===== src/include/icf_pkg.sv =====
// Package with register map, field positions and types of the capture flag block.
package icf_pkg;
    localparam int ICF_ADDR_W = 4;
    localparam logic [3:0] ICF_OFF_STATUS = 4'h0;
    localparam logic [3:0] ICF_OFF_CONTROL = 4'h1;
    localparam logic [3:0] ICF_OFF_IRQ_EN = 4'h2;
    localparam logic [3:0] ICF_OFF_CAP_A = 4'h3;
    localparam logic [3:0] ICF_OFF_CAP_B = 4'h4;
    localparam logic [3:0] ICF_OFF_CAP_C = 4'h5;
    localparam logic [3:0] ICF_OFF_CAP_D = 4'h6;
    localparam logic [3:0] ICF_OFF_COUNTER = 4'h7;
    localparam int ICF_BIT_FLAG_A = 7;
    localparam int ICF_BIT_FLAG_B = 6;
    localparam int ICF_BIT_FLAG_C = 5;
    localparam int ICF_BIT_BUF_A = 3;
    localparam int ICF_BIT_BUF_B = 2;
    localparam int ICF_BIT_EDGE_A = 7;
    localparam int ICF_BIT_EDGE_B = 6;
    localparam int ICF_BIT_EDGE_C = 5;
    localparam int ICF_BIT_IRQ_A = 7;
    localparam int ICF_BIT_IRQ_B = 6;
    localparam int ICF_BIT_IRQ_C = 5;
    localparam logic [15:0] ICF_CAP_RESET = 16'h0000;
    localparam logic [7:0] ICF_BYTE_RESET = 8'h00;

    typedef struct packed {
        logic [ICF_ADDR_W-1:0] addr;
        logic [15:0] wdata;
        logic wr;
        logic rd;
    } icf_bus_req_type;

    typedef struct packed {
        logic irq_a;
        logic irq_b;
        logic irq_c;
    } icf_irq_type;
endpackage


===== src/rtl/icf_capture_flags.sv =====
// Three-channel input capture registers, flags and interrupt requests.
//
// The strobed register port and the register addresses were left to the implementer.
`timescale 1ns/10ps
// Notes on behaviour
// Capture on A loads counter, sets flag A
// Buffer A moves old A into C first
// Flags cleared by read-one then write-zero
// Capture on B loads counter, sets flag B
// Buffer B moves old B into D
// Without buffer A, C capture loads C, sets flag
// Buffer A: pin C sets flag, no load
// Flag C with enable is external interrupt
// Request while flag and enable both high
// Writing one keeps flag; flags reset zero
module icf_capture_flags
    import icf_pkg::*;
(
    input wire logic ref_clk,
    input wire logic rst_n,
    input wire logic capture_input_pin_a,
    input wire logic capture_input_pin_b,
    input wire logic capture_input_pin_c,
    input wire icf_bus_req_type bus_req,
    output logic [15:0] bus_rdata,
    output icf_irq_type irq
);
    logic [15:0] free_running_counter_reg;
    logic [15:0] free_running_counter_next;
    logic [15:0] capture_reg_a_reg;
    logic [15:0] capture_reg_a_next;
    logic [15:0] capture_reg_b_reg;
    logic [15:0] capture_reg_b_next;
    logic [15:0] capture_reg_c_reg;
    logic [15:0] capture_reg_c_next;
    logic [15:0] capture_reg_d_reg;
    logic [15:0] capture_reg_d_next;
    logic [7:0] timer_control_status_reg;
    logic [7:0] timer_control_status_next;
    logic [7:0] control_reg;
    logic [7:0] control_next;
    logic [7:0] irq_enable_reg;
    logic [7:0] irq_enable_next;
    logic [2:0] flag_seen_reg;
    logic [2:0] flag_seen_next;
    logic [15:0] rdata_reg;
    logic [15:0] rdata_next;
    logic cap_a;
    logic cap_b;
    logic cap_c;
    logic buffer_mode_a_enable;
    logic buffer_mode_b_enable;
    logic [2:0] flag_bits;
    logic [2:0] flag_set;
    logic [2:0] flag_wdata;
    logic status_wr;

    assign buffer_mode_a_enable = control_reg[ICF_BIT_BUF_A];
    assign buffer_mode_b_enable = control_reg[ICF_BIT_BUF_B];

    icf_edge_detect u_edge_a (
        .ref_clk(ref_clk),
        .rst_n(rst_n),
        .pin(capture_input_pin_a),
        .rise_sel(control_reg[ICF_BIT_EDGE_A]),
        .capture(cap_a)
    );

    icf_edge_detect u_edge_b (
        .ref_clk(ref_clk),
        .rst_n(rst_n),
        .pin(capture_input_pin_b),
        .rise_sel(control_reg[ICF_BIT_EDGE_B]),
        .capture(cap_b)
    );

    // edge select C
    icf_edge_detect u_edge_c (
        .ref_clk(ref_clk),
        .rst_n(rst_n),
        .pin(capture_input_pin_c),
        .rise_sel(control_reg[ICF_BIT_EDGE_C]),
        .capture(cap_c)
    );

    assign flag_bits = {timer_control_status_reg[ICF_BIT_FLAG_A],
                        timer_control_status_reg[ICF_BIT_FLAG_B],
                        timer_control_status_reg[ICF_BIT_FLAG_C]};
    assign flag_set = {cap_a, cap_b, cap_c};
    assign flag_wdata = {bus_req.wdata[ICF_BIT_FLAG_A],
                         bus_req.wdata[ICF_BIT_FLAG_B],
                         bus_req.wdata[ICF_BIT_FLAG_C]};
    assign status_wr = bus_req.wr && (bus_req.addr == ICF_OFF_STATUS);

    always_comb begin
        free_running_counter_next = free_running_counter_reg + 16'h0001;
        capture_reg_a_next = capture_reg_a_reg;
        capture_reg_b_next = capture_reg_b_reg;
        capture_reg_c_next = capture_reg_c_reg;
        capture_reg_d_next = capture_reg_d_reg;
        // load register A
        if (cap_a) begin
            capture_reg_a_next = free_running_counter_reg;
        end
        // shift A into C
        if (cap_a && buffer_mode_a_enable) begin
            capture_reg_c_next = capture_reg_a_reg;
        end
        // direct C capture
        if (cap_c && !buffer_mode_a_enable) begin
            capture_reg_c_next = free_running_counter_reg;
        end
        // load register B
        if (cap_b) begin
            capture_reg_b_next = free_running_counter_reg;
        end
        // shift B into D
        if (cap_b && buffer_mode_b_enable) begin
            capture_reg_d_next = capture_reg_b_reg;
        end
    end

    always_comb begin
        timer_control_status_next = timer_control_status_reg;
        control_next = control_reg;
        irq_enable_next = irq_enable_reg;
        flag_seen_next = flag_seen_reg;
        rdata_next = 16'h0000;
        if (bus_req.rd) begin
            unique case (bus_req.addr)
                ICF_OFF_STATUS: begin
                    rdata_next = {8'h00, timer_control_status_reg};
                    // remember flags read as one
                    flag_seen_next = flag_seen_reg | flag_bits;
                end
                ICF_OFF_CONTROL: rdata_next = {8'h00, control_reg};
                ICF_OFF_IRQ_EN: rdata_next = {8'h00, irq_enable_reg};
                ICF_OFF_CAP_A: rdata_next = capture_reg_a_reg;
                ICF_OFF_CAP_B: rdata_next = capture_reg_b_reg;
                ICF_OFF_CAP_C: rdata_next = capture_reg_c_reg;
                ICF_OFF_CAP_D: rdata_next = capture_reg_d_reg;
                ICF_OFF_COUNTER: rdata_next = free_running_counter_reg;
                default: rdata_next = 16'h0000;
            endcase
        end
        if (bus_req.wr && bus_req.addr == ICF_OFF_CONTROL) begin
            control_next = bus_req.wdata[7:0];
        end
        if (bus_req.wr && bus_req.addr == ICF_OFF_IRQ_EN) begin
            irq_enable_next = bus_req.wdata[7:0];
        end
        // clear on zero after read
        // writing one keeps the flag but clears its read-as-one mark in flag_seen_reg
        for (int i = 0; i < 3; i++) begin
            if (status_wr && !flag_wdata[i] && flag_seen_reg[i]) begin
                flag_seen_next[i] = 1'b0;
                timer_control_status_next[ICF_BIT_FLAG_C + i] = 1'b0;
            end else if (status_wr) begin
                flag_seen_next[i] = 1'b0;
            end
        end
        // set flag A
        // set flag B
        // set flag C
        // flag C set in buffer mode
        for (int i = 0; i < 3; i++) begin
            if (flag_set[i]) begin
                timer_control_status_next[ICF_BIT_FLAG_C + i] = 1'b1;
                flag_seen_next[i] = 1'b0;
            end
        end
    end

    always_ff @(posedge ref_clk or negedge rst_n) begin
        if (!rst_n) begin
            free_running_counter_reg <= ICF_CAP_RESET;
            capture_reg_a_reg <= ICF_CAP_RESET;
            capture_reg_b_reg <= ICF_CAP_RESET;
            capture_reg_c_reg <= ICF_CAP_RESET;
            capture_reg_d_reg <= ICF_CAP_RESET;
            // flags reset to zero
            timer_control_status_reg <= ICF_BYTE_RESET;
            control_reg <= ICF_BYTE_RESET;
            irq_enable_reg <= ICF_BYTE_RESET;
            flag_seen_reg <= 3'h0;
            rdata_reg <= 16'h0000;
        end else begin
            free_running_counter_reg <= free_running_counter_next;
            capture_reg_a_reg <= capture_reg_a_next;
            capture_reg_b_reg <= capture_reg_b_next;
            capture_reg_c_reg <= capture_reg_c_next;
            capture_reg_d_reg <= capture_reg_d_next;
            timer_control_status_reg <= timer_control_status_next;
            control_reg <= control_next;
            irq_enable_reg <= irq_enable_next;
            flag_seen_reg <= flag_seen_next;
            rdata_reg <= rdata_next;
        end
    end

    assign bus_rdata = rdata_reg;
    // request gated by enable
    assign irq.irq_a = timer_control_status_reg[ICF_BIT_FLAG_A]
                       & irq_enable_reg[ICF_BIT_IRQ_A];
    assign irq.irq_b = timer_control_status_reg[ICF_BIT_FLAG_B]
                       & irq_enable_reg[ICF_BIT_IRQ_B];
    // flag C as external interrupt
    assign irq.irq_c = timer_control_status_reg[ICF_BIT_FLAG_C]
                       & irq_enable_reg[ICF_BIT_IRQ_C];
endmodule


===== src/rtl/icf_edge_detect.sv =====
// Pin synchroniser with selectable edge detection for one capture input.
`timescale 1ns/10ps
module icf_edge_detect (
    input wire logic ref_clk,
    input wire logic rst_n,
    input wire logic pin,
    input wire logic rise_sel,
    output logic capture
);
    logic sync1_reg;
    logic sync2_reg;
    logic prev_reg;
    logic [2:0] state_next;

    always_comb begin
        state_next = {pin, sync1_reg, sync2_reg};
    end

    always_ff @(posedge ref_clk or negedge rst_n) begin
        if (!rst_n) begin
            sync1_reg <= 1'b0;
            sync2_reg <= 1'b0;
            prev_reg <= 1'b0;
        end else begin
            sync1_reg <= state_next[2];
            sync2_reg <= state_next[1];
            prev_reg <= state_next[0];
        end
    end

    // A high edge select picks the rising edge, a low one the falling edge.
    assign capture = rise_sel ? (sync2_reg & ~prev_reg)
                              : (~sync2_reg & prev_reg);
endmodule


===== config.mk =====
export PLATFORM = sky130hd
export DESIGN_NAME = icf_capture_flags
export DESIGN_NICKNAME = d
export VERILOG_FILES = /design/src/include/icf_pkg.sv /design/src/rtl/icf_capture_flags.sv /design/src/rtl/icf_edge_detect.sv
export SDC_FILE = /design/constraint.sdc
export NUM_CORES = 1
export LEC_CHECK = 0
export ABC_AREA = 1
export BUFFER_PORTS_ARGS = -buffer_cell sky130_fd_sc_hd__buf_2
export CELL_PAD_IN_SITES_DETAIL_PLACEMENT = 1
export CELL_PAD_IN_SITES_GLOBAL_PLACEMENT = 2
export CORE_ASPECT_RATIO = 1.5
export CORE_UTILIZATION = 36
export DETAILED_ROUTE_END_ITERATION = 8
export MAX_ROUTING_LAYER = met4
export PLACE_DENSITY_LB_ADDON = 0.1
export SYNTH_ARGS = -nofsm -noshare
export SYNTH_HDL_FRONTEND = slang
export SYNTH_SLANG_ARGS = --single-unit

===== constraint.sdc =====
create_clock -name ref_clk -period 2.55 [get_ports ref_clk]
set_clock_uncertainty 0.05 [all_clocks]
set_input_delay 0.1275 -clock ref_clk [delete_from_list [all_inputs] [get_ports ref_clk]]
set_output_delay 0.1275 -clock ref_clk [all_outputs]
set_load 0.1 [all_outputs]

==> summary.txt, run 1 <==
syn avg cell area: 8.07 um^2
DR WL/cell: 17.3 um
Final Non-Filler Cells: 995
HP Start: bus_req[1]
Seq pwr share: 0.415
RSZ-0062 raised after global routing: false
Ys Warns: 0
Final ANT Viol Nets: 0
Cells after Synth: 728
CP Capture Type: flop
post-CTS setup buffer count: 0
clock network power share: 0.436
Power Density: 830 mW/mm^2
Skew-Pair Late Insertion Delay: 420 ps
Cell Int Power: 4.13 mW
number of library cell types mapped by synthesis: 21
Synth Net Count: 756
Final Hold Vio Count: 0
diode count: 0
Final Max Tran Viols: 0
WHS Path Cells: 4
Layout area overhead: 19.6%
CTS H-tree lvls: 4
r2r setup slk: 890 ps
routability cong.: 0.761
Die Ht: 158 um
Final Util: 0.446
Switching Share: 0.292
Worst Hold Path EP: control_reg[1]
Worst Tran Pin Value: 697 ps
via/cell ratio: 5.02
CP Class: flop to flop
worst reg2reg path startpoint: free_running_counter_reg[0]
DIE AREA: 0.0168 mm^2
initial DRC count: 140
post-CTS resize count: 0
Seq/Total Area, Yosys: 0.541
status: finished, final reports clean
grt total ovfl: 0
first-pass GRT wire length: 28500 um
final wirelength: 17200 um
worst path arrival time: 1950 ps
Final period util: 0.650
worst hold-check path type: input port to flop
FF-to-FF End: free_running_counter_reg[12]
Inst Count DP: 951
Yosys reg bits: 127
vias: 4999
switching pwr: 1.70 mW
ratio of cells with drive above 1 in the final layout: 0.124
largest net degree at the start of global routing: 56
hpwl dp: 11500 um
relative slew slack: 0.535
nets@finish: 807
I/O Pins: 46
CTS Sinks: 127
Comb power frac: 0.150
Clock Tree Buf Depth: 2
worst path required time: 2840 ps
Leak: 3.54 nW
die span in x: 106 um
Port-buffer cells: 37
CORE AREA: 0.0158 mm^2
Post-Syn Area: 0.00588 mm^2
crit path time final: 1660 ps
Final Setup Violations: 0
DRC errors left: 0
asr flop ratio synth: 1.00
Max-Cap Viols: 0
clock slew at reported path FFs: 60 ps
CTS tree: built
Post-synth top flop: dfrtp_1
# hold bufs at CTS: 12
post-route setup TNS: 0 ps
CP Max Fanout: 6
Initial Util: 0.373
initial antenna violation count: 0
crit start category: flop
Worst Reg2Reg Path Length in Cells: 6
vias in the first global route: 5493
CTS root buffer: clkbuf_16
fmax: 603 MHz
TritonCTS buffer count: 17
Global Route Usage Sum: 0.232
worst vdd ir: 0.334 mV
drt pass-1 iters: 4
num rows: 56
number of flops mapped to enable cells by yosys: 0
-- power by group through the flow --
stage / logic, mW / registers [mW] / clock network, mW
after floorplan: 0.522 / 2.48 / 0
after global placement: 0.843 / 2.44 / 0
after detailed placement: 0.871 / 2.45 / 0
after CTS: 0.893 / 2.42 / 2.59
after global routing: 0.982 / 2.45 / 2.66
final: 0.873 / 2.42 / 2.54
-- worst max-delay path by stage --
stage,from,to,slack [ps],depth (start not counted)
6_report,free_running_counter_reg[0],free_running_counter_reg[12],890,6
2_1_floorplan,free_running_counter_reg[0],free_running_counter_reg[12],1160,6
4_1_cts,free_running_counter_reg[0],free_running_counter_reg[12],890,6
3_3_place_gp,free_running_counter_reg[1],free_running_counter_reg[12],940,6
3_5_place_dp,free_running_counter_reg[1],free_running_counter_reg[12],880,6
5_1_grt,free_running_counter_reg[0],free_running_counter_reg[12],700,6
-- cell usage in the layout, fill, tap and decap left out, types with 13 or more instances in the layout --
cell and n:
clkbuf_16 17, xor2_1 13, nand2_1 201, o21ai_0 67, dfrtp_1 127, buf_2 36, buf_4 15, nor2_1 53
inv_1 75, nand3_1 121
-- area by class of cell --
class                   instances  area (um^2)
clock inverters                10          134
well taps                     203          254
inverters                      79          297
repair buffers                 64          433
clock buffers                  22          484
multi-input cells             490         2250
fillers                      1927         8740
flip-flops and latches        127         3180
-- metal layers --
metal | GRT usage | part of all wire
met1 | 0.248 | 0.40
met2 | 0.425 | 0.54
met3 | 0.0397 | 0.028
met4 | 0.0893 | 0.024
met5 | - | 0
-- through the flow --
step                hold slack [ps]  cell area [um^2]  setup WS [ps]  power, mW
floorplan                      -218              5880           1160       3.00
global placement               90.7              6290            942       3.28
detailed placement             96.6              6290            875       3.32
CTS                            76.1              7030            889       5.90
finish                         90.4              7030            891       5.83
global route                    120              7030            705       6.09
-- cells by family after synthesis --
| family | after synthesis | share of synthesized area |
|---|---|---|
| compound gates | 79 | 0.0673 |
| xor+xnor | 13 | 0.0194 |
| fa+ha+maj | 1 | 0.00213 |
| buf+inv | 111 | 0.0762 |
| flops | 127 | 0.541 |
| simple gates | 397 | 0.294 |
-- synth_stat cells, types with 3 or more instances --
cell type    n  area share
nor2_1      53       0.034
nand3b_1     6      0.0077
nor3_1       4      0.0034
xor2_1      13       0.019
nand3_1    121        0.10
nand2_1    201        0.13
nor2_2       3      0.0032
o21ai_0     67       0.057
buf_4        3      0.0038
clkbuf_1    13      0.0083
dfrtp_1    127        0.54
a21oi_1     12       0.010
buf_2       16       0.014
nor2_4       3      0.0057
inv_1       75       0.048
inv_2        4      0.0026
-- critical path, stage by stage, from the launching register on --
cell and delay, ps:
dfrtp_1 450, ha_1 220, nand2_1 60, nor2_1 300, nand3_1 190, nor2_1 150, xor2_1 160
No activity file was read; power rests on OpenSTA's default activity.
==> run 2: changes to the inputs <==
- clock period: 2.55 -> 1.65 ns (I/O delays scaled with it)
==> summary.txt, run 2 (synthesis gave the netlist of run 1 again) <==
WHS: 35.2 ps (was 90.4 ps)
grt total ovfl: 0 (unchanged)
CP Capture Type: primary output (was flop)
largest net degree at the start of global routing: 56 (unchanged)
DRC errors left: 0 (unchanged)
Final Max Tran Viols: 0 (unchanged)
routability cong.: 0.816 (was 0.761)
hpwl dp: 12400 um (was 11500 um)
pre-CTS setup slack: 175 ps (was 875 ps)
clock slew at reported path FFs: 50 ps (was 60 ps)
CP Class: flop to primary output (was flop to flop)
Power Density: 1250 mW/mm^2 (was 830 mW/mm^2)
worst vdd ir: 0.701 mV (was 0.334 mV)
Layout area overhead: 21.7% (was 19.6%)
CORE AREA: 0.0158 mm^2 (unchanged)
vias in the first global route: 5731 (was 5493)
commonest non-fill, non-tap cell in the layout: nand2_1 (unchanged)
DIE AREA: 0.0168 mm^2 (unchanged)
buffer and inverter count on the worst path: 2 (was 0)
DR WL/cell: 18.1 um (was 17.3 um)
relative slew slack: 0.668 (was 0.535)
worst-path cell chain: nand2_1, inv_1, buf_2 (was ha_1, nand2_1, nor2_1, nand3_1, nor2_1, xor2_1)
post-CTS setup buffer count: 0 (unchanged)
most frequent cells in the layout: nand2_1, dfrtp_1, nand3_1 (unchanged)
status: finished, final reports clean (unchanged)
Die Ht: 158 um (unchanged)
first-pass GRT wire length: 30300 um (was 28500 um)
Final Setup Violations: 0 (unchanged)
worst path arrival time: 1370 ps (was 1950 ps)
Final Util: 0.454 (was 0.446)
diode count: 0 (unchanged)
RSZ-0062 raised after global routing: false (unchanged)
worst path required time: 1520 ps (was 2840 ps)
Finished Cell Area: 0.00715 mm^2 (was 0.00703 mm^2)
Final period util: 0.910
CTS Sinks: 127 (unchanged)
worst setup margin: 148 ps (was 891 ps)
CTS H-tree lvls: 4 (unchanged)
nets@finish: 816 (was 807)
Port-buffer cells: 37 (unchanged)
slowest CP cell: dfrtp_1 (unchanged)
CP Max Fanout: 3 (was 6)
Final ANT Viol Nets: 0 (unchanged)
vias: 5065 (was 4999)
TritonCTS buffer count: 17 (unchanged)
Skew-Pair Late Insertion Delay: 410 ps (was 420 ps)
worst hold-check path type: input port to flop (unchanged)
Clock Tree Buf Depth: 2 (unchanged)
initial DRC count: 249 (was 140)
ratio of cells with drive above 1 in the final layout: 0.130 (was 0.124)
crit path time final: 1500 ps
Leak: 3.61 nW (was 3.54 nW)
# hold bufs at CTS: 12 (unchanged)
Initial Util: 0.373 (unchanged)
final wirelength: 18100 um (was 17200 um)
post-route setup TNS: 0 ps (unchanged)
Max-Cap Viols: 0 (unchanged)
crit start category: flop (unchanged)
CP top delay family: buffers and inverters (was simple AND/OR/NAND/NOR gates)
drt pass-1 iters: 4 (unchanged)
post-CTS resize count: 0 (unchanged)
Crit path largest cell delay: 410 ps (was 450 ps)
die span in x: 106 um (unchanged)
Worst Tran Pin Value: 497 ps (was 697 ps)
Final Hold Vio Count: 0 (unchanged)
fmax: 666 MHz
num rows: 56 (unchanged)
Placed Instance Area: 0.00645 mm^2 (was 0.00629 mm^2)
CTS root buffer: clkbuf_16 (unchanged)
initial antenna violation count: 0 (unchanged)
Global Route Usage Sum: 0.245 (was 0.232)
CTS tree: built (unchanged)
I/O Pins: 46 (unchanged)
via/cell ratio: 5.05 (was 5.02)
[run 2: power by group]
group / total, mW / switching (mW) / internal (mW) / leakage (nW)
Sequential: 3.75 / 0.235 / 3.51 / 1.65
Clock: 3.75 / 1.34 / 2.41 / 0.293
Combinational: 1.43 / 1.03 / 0.393 / 1.66
[run 2: final timing paths]
check	start	endpoint	slack, ps	cells after the start
hold reg to reg	u_edge_c.sync1_reg	u_edge_c.sync2_reg	300	0
setup / recovery	irq_enable_reg[7]	irq[2]	150	3
min in group asynchronous	rst_n	u_edge_a.prev_reg	120	2
setup reg to reg	free_running_counter_reg[1]	free_running_counter_reg[6]	170	7
hold / removal	bus_req[0]	bus_rdata[3]	40	3
max in group asynchronous	rst_n	capture_reg_c_reg[15]	830	3
[run 2: final cells by class]
class / instances / area, um^2
fill: 1918 / 8610
sequential: 127 / 3180
multi-input combinational: 490 / 2250
timing repair buffer: 73 / 588
clock buffer: 25 / 505
inverter: 79 / 297
tap: 203 / 254
clock inverter: 6 / 80.1
[run 2: worst min-delay path: stages]
cell and delay [ps]:
buf_2 100, inv_1 120, a21oi_1 140
[run 2: per-stage QoR]
stage / total power, mW / cells
finish: 8.92 / 1003
global route: 9.32 / 1003
CTS: 9.03 / 1003
detailed placement: 5.21 / 960
global placement: 5.15 / 960
floorplan: 4.64 / 728
[run 2: per-layer routing]
layer | wire [um] | global-route usage
met3 | 340 | 0.0315
met2 | 9760 | 0.445
met5 | 0 | -
met1 | 7590 | 0.269
met4 | 434 | 0.0985
==> run 3: changes to the inputs <==
- RECOVER_POWER: default -> 50
- SETUP_SLACK_MARGIN: default -> 0.4
- clock period: 1.65 -> 1.9 ns (I/O delays scaled with it)
==> summary.txt, run 3 (synthesis gave the netlist of run 1 again) <==
post-route setup TNS: 0 ps (unchanged)
CP Capture Type: flop (was primary output)
DR WL/cell: 17.7 um (was 18.1 um)
status: finished, final reports clean (unchanged)
Crit path largest cell delay: 440 ps (was 410 ps)
fmax: 697 MHz
Power Density: 1050 mW/mm^2 (was 1250 mW/mm^2)
worst vdd ir: 0.515 mV (was 0.701 mV)
Final period util: 0.755
drt pass-1 iters: 4 (unchanged)
met2 usage: 0.438 (was 0.445)
die span in x: 106 um (unchanged)
CP Max Fanout: 6 (was 3)
Finished Cell Area: 0.00707 mm^2 (was 0.00715 mm^2)
crit start category: flop (unchanged)
most frequent cells in the layout: nand2_1, dfrtp_1, nand3_1 (unchanged)
Placed Instance Area: 0.00637 mm^2 (was 0.00645 mm^2)
GRT met3 Usage: 0.0422 (was 0.0315)
DRC errors left: 0 (unchanged)
CTS tree: built (unchanged)
CTS H-tree lvls: 4 (unchanged)
largest net degree at the start of global routing: 66 (was 56)
DIE AREA: 0.0168 mm^2 (unchanged)
worst-path cell chain: ha_1, nand2_1, nor2_2, buf_4, inv_1, nor2_1, xor2_1 (was nand2_1, inv_1, buf_2)
CTS Sinks: 127 (unchanged)
diode count: 0 (unchanged)
routability cong.: 0.794 (was 0.816)
vias: 5024 (was 5065)
initial antenna violation count: 0 (unchanged)
worst path arrival time: 1710 ps (was 1370 ps)
Leak: 3.55 nW (was 3.61 nW)
hpwl dp: 11800 um (was 12400 um)
relative slew slack: 0.642 (was 0.668)
Final Hold Vio Count: 0 (unchanged)
crit path time final: 1440 ps
nets@finish: 812 (was 816)
clock slew at reported path FFs: 60 ps (was 50 ps)
Layout area overhead: 20.3% (was 21.7%)
Die Ht: 158 um (unchanged)
Final Setup Violations: 0 (unchanged)
CORE AREA: 0.0158 mm^2 (unchanged)
worst hold-check path type: input port to async pin (was input port to flop)
Final Max Tran Viols: 0 (unchanged)
initial DRC count: 231 (was 249)
first-pass GRT wire length: 29200 um (was 30300 um)
Final ANT Viol Nets: 0 (unchanged)
final wirelength: 17600 um (was 18100 um)
slowest CP cell: dfrtp_1 (unchanged)
Skew-Pair Late Insertion Delay: 420 ps (was 410 ps)
TritonCTS buffer count: 17 (unchanged)
Port-buffer cells: 37 (unchanged)
Initial Util: 0.373 (unchanged)
commonest non-fill, non-tap cell in the layout: nand2_1 (unchanged)
Max-Cap Viols: 0 (unchanged)
Worst Tran Pin Value: 537 ps (was 497 ps)
via/cell ratio: 5.03 (was 5.05)
worst path required time: 2180 ps (was 1520 ps)
RSZ-0062 raised after global routing: false (unchanged)
Global Route Usage Sum: 0.238 (was 0.245)
I/O Pins: 46 (unchanged)
busiest grt layer: met2 (unchanged)
ratio of cells with drive above 1 in the final layout: 0.138 (was 0.130)
met1 GRT Util: 0.260 (was 0.269)
Clock Tree Buf Depth: 2 (unchanged)
CTS root buffer: clkbuf_16 (unchanged)
num rows: 56 (unchanged)
CP Class: flop to flop (was flop to primary output)
grt total ovfl: 0 (unchanged)
vias in the first global route: 5460 (was 5731)
run 3: changes by cell type in the layout (fill, tap and decap cells not counted), moves of 2 or more:
cell	previous run	this run
clkinv_2	4	8
dfrtp_1	127	122
buf_12	8	5
clkbuf_1	3	1
bufinv_16	2	0
nor2_2	3	5
nor2_1	53	51
buf_2	36	33
dfrtp_2	0	5
buf_6	0	2
run 3: timing repair:
action	CTS	global route
hold buffers	12	0
gates resized for setup	4	15
endpoints found under the hold margin	149	0
setup endpoints to repair	6	25
cloned	0	0
buffers inserted	0	1
pin swaps	0	0
run 3: power by group:
part	total [mW]	internal, mW	switching [mW]
Combinational	1.24	0.343	0.899
Clock	2.92	1.77	1.15
Sequential	3.25	3.05	0.202
run 3: layer usage:
| metal | up-vias | part of all wire | wire length, um |
|---|---|---|---|
| li1 | 2423 | - | - |
| met1 | 2501 | 0.40 | 7080 |
| met2 | 77 | 0.56 | 9830 |
| met3 | 23 | 0.028 | 489 |
| met4 | 0 | 0.013 | 233 |
| met5 | - | 0 | 0 |
run 3: worst paths after layout:
path	start	end	slack, ps	cells past startpoint
setup / recovery	free_running_counter_reg[0]	free_running_counter_reg[6]	460	7
hold / removal	rst_n	u_edge_a.prev_reg	70	2
setup reg to reg	free_running_counter_reg[0]	free_running_counter_reg[6]	460	7
hold reg to reg	u_edge_c.sync1_reg	u_edge_c.sync2_reg	300	0
max in group asynchronous	rst_n	capture_reg_c_reg[2]	1060	3
min in group ref_clk	bus_req[1]	control_reg[1]	80	4
run 3: final cells by class:
cell class              count  area, um^2
flip-flops and latches    127        3180
fillers                  1931        8700
multi-input cells         490        2260
clock inverters             8        40.0
well taps                 203         254
clock buffers              22         484
inverters                  79         299
repair buffers             69         543
run 3: critical path: cells and delay by family (launching register included):
| family | cells | cell delay (ps) |
|---|---|---|
| AND/OR/NAND/NOR | 3 | 300 |
| adder cells (fa/ha/maj) | 1 | 210 |
| XOR/XNOR | 1 | 170 |
| flip-flops | 1 | 440 |
| buffers and inverters | 2 | 180 |
run 3: per-stage QoR:
step | std cells | total power, mW | hold WS (ps) | utilization | setup slack, ps
finish | 998 | 7.41 | 73.5 | 0.448 | 465
global route | 998 | 7.78 | 82.5 | 0.448 | 320
detailed placement | 955 | 4.50 | -24.3 | 0.404 | 379
floorplan | 728 | 4.03 | -251 | - | 507
global placement | 955 | 4.44 | -25.3 | 0.404 | 413
CTS | 997 | 7.48 | 78.4 | 0.446 | 388
